**config.mk**
```make
export PLATFORM = sky130hd
export DESIGN_NAME = pdt_timers
export DESIGN_NICKNAME = d
export VERILOG_FILES = /design/src/logic/pdt_pkg.sv /design/src/logic/pdt_timers.sv
export SDC_FILE = /design/constraint.sdc
export NUM_CORES = 2
export LEC_CHECK = 0
export ABC_AREA = 0
export BUFFER_PORTS_ARGS = -buffer_cell sky130_fd_sc_hd__buf_2
export CORE_AREA = 2 2 283 285
export DETAILED_ROUTE_END_ITERATION = 10
export DIE_AREA = 0 0 285 287
export PLACE_DENSITY = 0.75
export SYNTH_ARGS = -nofsm -noshare
export SYNTH_HDL_FRONTEND = slang
export SYNTH_SLANG_ARGS = --single-unit
```
**constraint.sdc**
```tcl
create_clock -name clk_i -period 32.3 [get_ports clk_i]
set_clock_uncertainty 0.05 [all_clocks]
set_input_delay 6.46 -clock clk_i [delete_from_list [all_inputs] [get_ports clk_i]]
set_output_delay 6.46 -clock clk_i [all_outputs]
set_load 0.02 [all_outputs]
```
**src/logic/pdt_pkg.sv**
```systemverilog
// Package of constants and types for the pulse and delay timer block
package pdt_pkg;
    // Clock and time base
    localparam int CLK_HZ      = 40_000_000;
    localparam int TICK_MS     = 10;
    localparam int TICK_CYCLES = CLK_HZ / 1000 * TICK_MS;
    // Fine units of the stairwell counter per time base, in ms
    localparam int FINE_SEC_MS  = 50;
    localparam int FINE_MIN_MS  = 1000;
    localparam int FINE_HOUR_MS = 60000;
    localparam logic [12:0] FINE_SEC_TICKS  = 13'(FINE_SEC_MS / TICK_MS);
    localparam logic [12:0] FINE_MIN_TICKS  = 13'(FINE_MIN_MS / TICK_MS);
    localparam logic [12:0] FINE_HOUR_TICKS = 13'(FINE_HOUR_MS / TICK_MS);
    // Fine units per base unit of T
    localparam logic [5:0] MULT_SEC  = 6'h14;
    localparam logic [5:0] MULT_MIN  = 6'h3c;
    localparam logic [5:0] MULT_HOUR = 6'h3c;
    // Fixed prewarning start and length, in fine units
    localparam logic [15:0] PW_DEF_START = 16'h000f;
    localparam logic [15:0] PW_DEF_LEN   = 16'h0001;
    // Register indices
    localparam logic [7:0] A_CTRL = 8'h00;
    localparam logic [7:0] A_PRM0 = 8'h01;
    localparam logic [7:0] A_SRC  = 8'h09;
    localparam logic [7:0] A_STAT = 8'h0a;
    localparam logic [7:0] A_EL0  = 8'h0b;
    // Parameter slots
    localparam int P_SYM = 0;
    localparam int P_AH  = 1;
    localparam int P_AL  = 2;
    localparam int P_RH  = 3;
    localparam int P_RL  = 4;
    localparam int P_ST  = 5;
    localparam int P_PWS = 6;
    localparam int P_PWL = 7;
    localparam int N_PRM = 8;
    // Control bit positions
    localparam int C_PW_EN   = 0;
    localparam int C_PW_USER = 1;
    localparam int C_RETRIG  = 2;
    localparam int C_RETAIN  = 3;
    localparam int C_TB_LO   = 4;
    localparam logic [5:0] CTRL_RESET = 6'h01;
    // Parameter reset value: 0.1 s in ticks
    localparam logic [15:0] PRM_RESET = 16'h000a;
    typedef enum logic [1:0] {
        TB_SEC  = 2'b00,
        TB_MIN  = 2'b01,
        TB_HOUR = 2'b10
    } pdt_tb_t;
    typedef enum logic [1:0] {
        RND_IDLE = 2'b00,
        RND_ON   = 2'b01,
        RND_OFF  = 2'b10
    } pdt_rnd_t;
    typedef enum logic [1:0] {
        ST_OFF  = 2'b00,
        ST_HOLD = 2'b01,
        ST_RUN  = 2'b10
    } pdt_st_t;
endpackage

```
**src/logic/pdt_timers.sv**
```systemverilog
// Symmetrical, asynchronous, random and stairwell timer functions
//
// Contract
// Symmetric generator: high T, low T, repeat.
// Program symmetric period 0.1 s only; P_SYM resets to 0.1 s but any written value is used.
// Async generator: high time then low time.
// Invert acts only while async enabled.
// Any time parameter may use live value.
// Enable rise picks random on-delay, starts it.
// On-delay expiry sets output; fall cancels.
// Enable fall picks random off-delay, starts it.
// Off-delay expiry clears output; rise cancels.
// Trigger starts off-delay; output low at T.
// Optional prewarning with start and length.
// Default prewarning fixed; user values ignored.
// Prewarning scales with T's time base.
// Seconds base only with scan below 25 ms.
// Retentive option keeps stairwell state.
// Trigger rise sets output; fall starts count.
// Prewarning drives output low for length.
// Optional restart on further trigger fall.
// Random delays from scaled free-running LFSR.
// Timers count common tick, compared per tick.
`timescale 1ns/1ps
module pdt_timers #(
    parameter int TICK_CYCLES = pdt_pkg::TICK_CYCLES
) (
    input  wire logic        clk_i,
    input  wire logic        reset_n_i,
    input  wire logic        ce_i,
    input  wire logic [7:0]  addr_i,
    input  wire logic [31:0] wdata_i,
    input  wire logic        wr_i,
    input  wire logic        rd_i,
    output logic      [31:0] rdata_o,
    input  wire logic        power_up_i,
    input  wire logic        sym_en_i,
    input  wire logic        async_en_i,
    input  wire logic        async_inv_i,
    input  wire logic        rnd_en_i,
    input  wire logic        stair_trg_i,
    output logic             sym_q_o,
    output logic             async_q_o,
    output logic             rnd_q_o,
    output logic             stair_q_o
);
    import pdt_pkg::*;

    // All state in one packed word: one process forms the next value,
    // one registers it, so the clock enable gates everything at once
    typedef struct packed {
        logic [31:0]             tick_cnt;
        logic [12:0]             fine_cnt;
        logic [5:0]              ctrl;
        logic [N_PRM-1:0][15:0]  prm;
        logic [N_PRM-1:0][2:0]   src;
        logic [31:0]             rdata;
        logic [15:0]             lfsr;
        logic                    sym_q;
        logic                    sym_run;
        logic [15:0]             sym_cnt;
        logic                    as_ph;
        logic                    as_run;
        logic [15:0]             as_cnt;
        logic                    as_q;
        pdt_rnd_t                rnd_st;
        logic [15:0]             rnd_cnt;
        logic [15:0]             rnd_dly;
        logic                    rnd_q;
        logic                    rnd_en_d;
        pdt_st_t                 st_st;
        logic [21:0]             st_cnt;
        logic                    st_q;
        logic                    trg_d;
    } pdt_state_t;

    pdt_state_t s;
    pdt_state_t next_s;

    // Live counters offered as parameter sources, one per function
    logic [3:0][15:0]     elapsed;
    logic [N_PRM-1:0][15:0] eff;

    // Live elapsed values that other parameters may borrow
    assign elapsed[0] = s.sym_cnt;
    assign elapsed[1] = s.as_cnt;
    assign elapsed[2] = s.rnd_cnt;
    // The stairwell count is 22 bits wide; only its low 16 bits are offered
    assign elapsed[3] = s.st_cnt[15:0];

    // Each parameter picks its constant or a block's live value
    genvar g;
    generate
        // Bit 2 of a source selects live, bits 1:0 pick the counter
        for (g = 0; g < N_PRM; g++) begin : g_src
            assign eff[g] = s.src[g][2] ? elapsed[s.src[g][1:0]]
                                        : s.prm[g];
        end
    endgenerate

    // Random delay scaled to the limit from the current LFSR word;
    // keeping the upper half of the product stays below the limit
    function automatic logic [15:0] scale(input logic [15:0] rnd,
                                          input logic [15:0] lim);
        logic [31:0] p;
        p = 32'(rnd) * 32'(lim);
        return p[31:16];
    endfunction

    // Time base, prewarning window and input edge detection
    logic        tick;
    logic        fine_tick;
    logic [12:0] fine_div;
    logic [5:0]  mult;
    logic [21:0] t_fine;
    logic [21:0] pw_start;
    logic [21:0] pw_len;
    logic [21:0] pw_at;
    logic        in_pw;
    logic        rnd_rise;
    logic        rnd_fall;
    logic        trg_rise;
    logic        trg_fall;

    // Time base decode for the stairwell fine unit
    always_comb begin
        unique case (pdt_tb_t'(s.ctrl[C_TB_LO +: 2]))
            TB_MIN: begin
                fine_div = FINE_MIN_TICKS;
                mult     = MULT_MIN;
            end
            TB_HOUR: begin
                fine_div = FINE_HOUR_TICKS;
                mult     = MULT_HOUR;
            end
            default: begin // TB_SEC and the unused code
                fine_div = FINE_SEC_TICKS;
                mult     = MULT_SEC;
            end
        endcase
    end

    // Prescalers are state too, so ticks pause while ce_i is low
    assign tick      = (s.tick_cnt == 32'(TICK_CYCLES - 1));
    assign fine_tick = tick && (s.fine_cnt == fine_div - 13'h0001);
    // Widen before the product; T times the multiplier needs 22 bits
    assign t_fine    = 22'(eff[P_ST]) * 22'(mult);
    // User prewarning only when selected, else fixed values
    assign pw_start  = s.ctrl[C_PW_USER] ? 22'(eff[P_PWS])
                                         : 22'(PW_DEF_START);
    assign pw_len    = s.ctrl[C_PW_USER] ? 22'(eff[P_PWL])
                                         : 22'(PW_DEF_LEN);
    // Clamp start so a long prewarning never wraps below zero
    assign pw_at     = (t_fine > pw_start) ? t_fine - pw_start : 22'h0;
    assign rnd_rise  = rnd_en_i && !s.rnd_en_d;
    assign rnd_fall  = !rnd_en_i && s.rnd_en_d;
    assign trg_rise  = stair_trg_i && !s.trg_d;
    assign trg_fall  = !stair_trg_i && s.trg_d;

    // Next-state logic for all four functions and the register port
    always_comb begin
        next_s = s;
        next_s.rdata = 32'h0;
        // Common tick prescaler and fine-unit prescaler; the fine count
        // idles at zero outside the run state so each run starts clean
        next_s.tick_cnt = tick ? 32'h0 : s.tick_cnt + 32'h1;
        if (fine_tick || (s.st_st != ST_RUN)) begin
            next_s.fine_cnt = 13'h0;
        end else if (tick) begin
            next_s.fine_cnt = s.fine_cnt + 13'h1;
        end
        // Free-running LFSR, taps 16,14,13,11; it keeps running between
        // requests, so delays depend on when the enable edge arrives
        next_s.lfsr = {s.lfsr[14:0], s.lfsr[15] ^ s.lfsr[13] ^
                       s.lfsr[12] ^ s.lfsr[10]};

        // Symmetrical generator: first half period is high. A period
        // below one tick is not meaningful and toggles every tick
        if (!sym_en_i) begin
            next_s.sym_q   = 1'b0;
            next_s.sym_run = 1'b0;
            next_s.sym_cnt = 16'h0;
        end else if (!s.sym_run) begin
            next_s.sym_q   = 1'b1;
            next_s.sym_run = 1'b1;
            next_s.sym_cnt = 16'h0;
        end else if (tick) begin
            if (s.sym_cnt + 16'h1 >= eff[P_SYM]) begin
                next_s.sym_q   = !s.sym_q;
                next_s.sym_cnt = 16'h0;
            end else begin
                next_s.sym_cnt = s.sym_cnt + 16'h1;
            end
        end

        // Asynchronous generator with separate high and low times; the
        // phase flips on the tick that completes the active time
        if (!async_en_i) begin
            next_s.as_ph  = 1'b0;
            next_s.as_run = 1'b0;
            next_s.as_cnt = 16'h0;
        end else if (!s.as_run) begin
            next_s.as_ph  = 1'b1;
            next_s.as_run = 1'b1;
            next_s.as_cnt = 16'h0;
        end else if (tick) begin
            if (s.as_cnt + 16'h1 >= (s.as_ph ? eff[P_AH]
                                             : eff[P_AL])) begin
                next_s.as_ph  = !s.as_ph;
                next_s.as_cnt = 16'h0;
            end else begin
                next_s.as_cnt = s.as_cnt + 16'h1;
            end
        end
        // Inversion is masked while disabled
        next_s.as_q = async_en_i &&
                      (next_s.as_ph ^ async_inv_i);

        // Random generator: edges pick a fresh delay and restart.
        // Expiry is judged on ticks, so a zero delay still waits for one
        next_s.rnd_en_d = rnd_en_i;
        if (rnd_rise) begin
            next_s.rnd_st  = RND_ON;
            next_s.rnd_cnt = 16'h0;
            next_s.rnd_dly = scale(s.lfsr, eff[P_RH]);
        end else if (rnd_fall) begin
            // Pending on-delay dropped, output untouched
            next_s.rnd_st  = RND_OFF;
            next_s.rnd_cnt = 16'h0;
            next_s.rnd_dly = scale(s.lfsr, eff[P_RL]);
        end else if (tick && (s.rnd_st != RND_IDLE)) begin
            if (s.rnd_cnt >= s.rnd_dly) begin
                next_s.rnd_q  = (s.rnd_st == RND_ON);
                next_s.rnd_st = RND_IDLE;
            end else begin
                next_s.rnd_cnt = s.rnd_cnt + 16'h1;
            end
        end

        // Stairwell light: rise holds on, fall starts off-delay. With
        // retrigger off, a rise while running is ignored
        next_s.trg_d = stair_trg_i;
        unique case (s.st_st)
            ST_OFF: begin
                if (trg_rise) begin
                    next_s.st_st = ST_HOLD;
                end
            end
            ST_HOLD: begin
                if (trg_fall) begin
                    next_s.st_st  = ST_RUN;
                    next_s.st_cnt = 22'h0;
                end
            end
            ST_RUN: begin
                if (trg_rise && s.ctrl[C_RETRIG]) begin
                    next_s.st_st  = ST_HOLD;
                    next_s.st_cnt = 22'h0;
                end else if (fine_tick) begin
                    if (s.st_cnt + 22'h1 >= t_fine) begin
                        next_s.st_st  = ST_OFF;
                        next_s.st_cnt = 22'h0;
                    end else begin
                        next_s.st_cnt = s.st_cnt + 22'h1;
                    end
                end
            end
            default: begin
                next_s.st_st = ST_OFF;
            end
        endcase
        // Window judged on the updated count, so the dip begins on the
        // fine tick itself and lasts exactly the prewarning length
        in_pw = s.ctrl[C_PW_EN] && (next_s.st_st == ST_RUN) &&
                (next_s.st_cnt >= pw_at) &&
                (next_s.st_cnt < pw_at + pw_len);
        next_s.st_q = (next_s.st_st != ST_OFF) && !in_pw;

        // Power-up restart keeps the stairwell only when retentive; the
        // retained count and output then resume where they stopped
        if (power_up_i) begin
            next_s.sym_run = 1'b0;
            next_s.as_run  = 1'b0;
            next_s.rnd_st  = RND_IDLE;
            next_s.rnd_q   = 1'b0;
            if (!s.ctrl[C_RETAIN]) begin
                next_s.st_st  = ST_OFF;
                next_s.st_cnt = 22'h0;
                next_s.st_q   = 1'b0;
            end
        end

        // Register writes land on the next enabled edge; unmapped
        // addresses are ignored rather than aliased
        if (wr_i) begin
            if (addr_i == A_CTRL) begin
                next_s.ctrl = wdata_i[5:0];
            end else if (addr_i == A_SRC) begin
                next_s.src = wdata_i[3*N_PRM-1:0];
            end else if (addr_i >= A_PRM0 &&
                         addr_i < A_PRM0 + 8'(N_PRM)) begin
                next_s.prm[3'(addr_i - A_PRM0)] = wdata_i[15:0];
            end
        end
        // Register reads answer in the next cycle, unmapped as zero
        if (rd_i) begin
            if (addr_i == A_CTRL) begin
                next_s.rdata = 32'(s.ctrl);
            end else if (addr_i == A_SRC) begin
                next_s.rdata = 32'(s.src);
            end else if (addr_i == A_STAT) begin
                next_s.rdata = {26'h0, s.st_st, s.st_q, s.rnd_q,
                                s.as_q, s.sym_q};
            end else if (addr_i >= A_PRM0 &&
                         addr_i < A_PRM0 + 8'(N_PRM)) begin
                next_s.rdata = 32'(s.prm[3'(addr_i - A_PRM0)]);
            end else if (addr_i >= A_EL0 && addr_i < A_EL0 + 8'h4) begin
                next_s.rdata = 32'(elapsed[2'(addr_i - A_EL0)]);
            end
        end
    end

    // State register; clock enable freezes every bit. Reset loads
    // only constants: the default control word, 0.1 s periods and the LFSR seed
    always_ff @(posedge clk_i or negedge reset_n_i) begin
        if (!reset_n_i) begin
            s          <= '0;
            s.ctrl     <= CTRL_RESET;
            s.prm      <= {N_PRM{PRM_RESET}};
            s.lfsr     <= 16'hace1; // Nonzero seed, LFSR never locks
            s.rnd_st   <= RND_IDLE;
            s.st_st    <= ST_OFF;
        end else if (ce_i) begin
            s <= next_s;
        end
    end

    // Every output comes straight from a state flop
    assign rdata_o   = s.rdata;
    assign sym_q_o   = s.sym_q;
    assign async_q_o = s.as_q;
    assign rnd_q_o   = s.rnd_q;
    assign stair_q_o = s.st_q;
endmodule

```
==> qor.csv <==
metric,value,unit
start_kind,flop,
r2r_slack,19.88,ns
clock.fmax,80.5,MHz
ys_ff_latch,342,
dpl_worst_slack,20.32,ns
use_met2,46.9,%
fillers,6660,
hold_end,s[349]$_DFFE_PN0P_,
grt_max_degree,154,
cts_buffer_depth,3,
cts_tree,yes,
status,finished clean,
grt_overflow,0,
min_path_cells,1,
cts_resized,0,
antenna_found_initial,5,
synthCells,4612,
post_cts_buffers,0,
worstPathRequired,32.70,ns
cts-buffers-inserted,40,
start_util,56.5,%
arrival,12.82,ns
min_period_over_period,38.5,%
use_met3,6.87,%
wl_per_cell,21.8,um
cts-root-buf,clkbuf_16,
p_leak,22.3,nW
num_vias,34600,
drv_cap,0,
period_minus_slack,12.42,ns
drt_iter0_markers,3484,
ys_seq_area_share,19.4,%
dp_hpwl,90700,um
drive_above_1_share,14.7,%
insertion_delay,0.59,ns
ir_drop,0.0511,mV
die_h,287,um
portBuffers,70,
max_stage_delay,1.14,ns
synthTopCellsByArea,"fa_1 (19%), dfrtp_1 (18%), ha_1 (11%), mux4_2 (7.9%), mux2_2 (5.7%)",
ys.flop_type,dfrtp_1,
tightest_slew,1.21,ns
rsz0062_at_grt,no,
ant_nets,0,
die_w,285,um
r2r-end,stair_q_o$_DFFE_PN0P_,
setup-violations-final,0,
avgViaCountPerCell,6.22,
postCtsHoldBufs,0,
gp_congestion,0.944,
worstSetupPathType,reg2reg,
io_pins,87,
drcViolationCount,0,
yosys_warnings,0,
fp-row-count,103,
firstDrtPassIters,5,
grt_pass1_wl,196000,um
r2r_cells,44,
grt_usage,30.3,%
nNetsFinal,5353,
synthArstFlopShare,100,%
wl,121000,um
setup_ws,19.88,ns
synth.avg_cell_area,9.62,sq um
synth_area_leader_cell,fa_1,
synth_edf_count,0,
maxSlewHeadroom,19.1,%
core_area,78600,sq um
synth_area,44400,sq um
crit_fanout,18,
crit_path_end_kind,flop,
met1_usage,41.7,%
min-delay-start,s[349]$_DFFE_PN0P_,
grt_pass1_vias,35200,
htree_num_levels,2,
die_area,81800,sq um
grt_busiest_layer,met2,
area_delta_synth_final,5.02,%
synthDistinctLibCells,84,
slew_viol_final,0,
numClockSinks,342,
netlist.area_leader.share,18.7,%
slowest_stage,dfrtp_1,
final.setup.tns,0,ns
hp-class,reg2reg,
clkTransAtPathRegs,0.06,ns
r2r-start,s[164]$_DFFE_PN0P_,
final_hold_viol_count,0,
p_per_area,34.9,nW/um^2
[worst max-delay path, delay by kind of cell, from the launching register on]
family / cells / cell delay (ns)
and+or+nand+nor: 8 / 1.97
DFF: 1 / 1.14
buffers and inverters: 2 / 0.15
xor gates and xnor gates: 2 / 0.32
adders and majority gates: 8 / 2.89
muxes: 1 / 0.45
AOI/OAI and AO/OA: 23 / 5.31
[flip-flops by register name, summed over array words and instances (netlist names)]
name	count
next_s	15
s	235
sym_q_o	1
async_q_o	1
elapsed	64
rdata_o	24
stair_q_o	1
rnd_q_o	1
[Yosys cell counts, types with 16 or more instances]
cell type and count:
xnor2_1 89, a211oi_1 18, mux2i_1 90, o31ai_1 18, a21o_1 82, dfstp_2 25
mux4_2 155, ha_1 403, nor2b_1 111, fa_1 415, nand3_1 68, inv_1 586
nor3_1 46, o21a_1 20, a221oi_1 16, nand2b_1 39, and3_1 49, nor2_1 145
and2_1 106, nand4_1 33, nand2_1 566, dfrtp_1 317, mux2_2 225, o21ai_1 17
o22ai_1 20, xor2_1 81, buf_4 32, or2_2 17, a21oi_1 128, clkbuf_1 254
a22o_1 51, o21ai_0 132, a31oi_1 20, buf_1 28
[logic make-up after synthesis]
logic type	Yosys count	synth area share, %
other	1	0.00845
buffers and inverters	918	8.07
xor gates and xnor gates	172	3.45
AOI/OAI and AO/OA	639	9.70
DFF	342	19.4
and+or+nand+nor	1247	13.4
muxes	475	15.9
adders and majority gates	818	30.1
[how the worst max path moves through the flow]
| stage | from | to | cells past startpoint |
|---|---|---|---|
| 3_3_place_gp | s[164]$_DFFE_PN0P_ | stair_q_o$_DFFE_PN0P_ | 44 |
| 6_report | s[164]$_DFFE_PN0P_ | stair_q_o$_DFFE_PN0P_ | 44 |
| 2_1_floorplan | s[162]$_DFFE_PN0P_ | stair_q_o$_DFFE_PN0P_ | 47 |
| 3_5_place_dp | s[164]$_DFFE_PN0P_ | stair_q_o$_DFFE_PN0P_ | 44 |
| 5_1_grt | s[164]$_DFFE_PN0P_ | stair_q_o$_DFFE_PN0P_ | 44 |
| 4_1_cts | s[164]$_DFFE_PN0P_ | stair_q_o$_DFFE_PN0P_ | 44 |
[metal layers]
layer | part of all wire (%) | wire, um | vias to the layer above
met5 | 0.017 | 21 | -
met4 | 4.4 | 5320 | 4
met3 | 10 | 12300 | 350
met2 | 45 | 54100 | 1739
met1 | 41 | 49600 | 17300
li1 | - | - | 15300
[area by class of cell]
type / count / area [sq um] / area share (%)
inverter: 598 / 2240 / 4.82
multi-input combinational: 3359 / 32300 / 69.3
tap: 1050 / 1310 / 2.82
antenna: 2 / 5.00 / 0.0107
clock buffer: 56 / 1090 / 2.34
timing repair buffer: 143 / 921 / 1.98
clock inverter: 17 / 156 / 0.336
sequential: 342 / 8590 / 18.4
[through the flow]
| step | total power [mW] | area, sq um | hold WS (ns) | util (%) | instances |
|---|---|---|---|---|---|
| floorplan | 0.965 | 44400 | 0.384 | - | 4619 |
| global placement | 1.15 | 45400 | 0.403 | 57.7 | 5492 |
| detailed placement | 1.17 | 45400 | 0.404 | 57.7 | 5492 |
| CTS | 1.62 | 46600 | 0.427 | 59.3 | 5565 |
| global route | 1.72 | 46600 | 0.438 | 59.3 | 5567 |
| finish | 1.63 | 46600 | 0.425 | 59.3 | 5567 |
[where the power goes]
group          switching, mW  internal (mW)  total, mW
registers              0.115          0.464      0.579
clock network          0.193          0.253      0.446
logic                  0.365          0.237      0.602
total                  0.673          0.954       1.63
[cell usage in the layout (no fill, tap or decap), types with 72 or more instances in the layout]
cell type	synthesis	layout
nand2_1	566	566
nor2b_1	111	111
o21ai_0	132	132
mux2_2	225	225
a21oi_1	128	128
a21o_1	82	82
mux2i_1	90	90
xnor2_1	89	89
mux4_2	155	155
fa_1	415	415
and2_1	106	106
xor2_1	81	80
dfrtp_1	317	316
ha_1	403	402
nor2_1	145	144
inv_1	586	586
buf_4	32	72
Note: power is estimated with default switching activity, not from simulation.
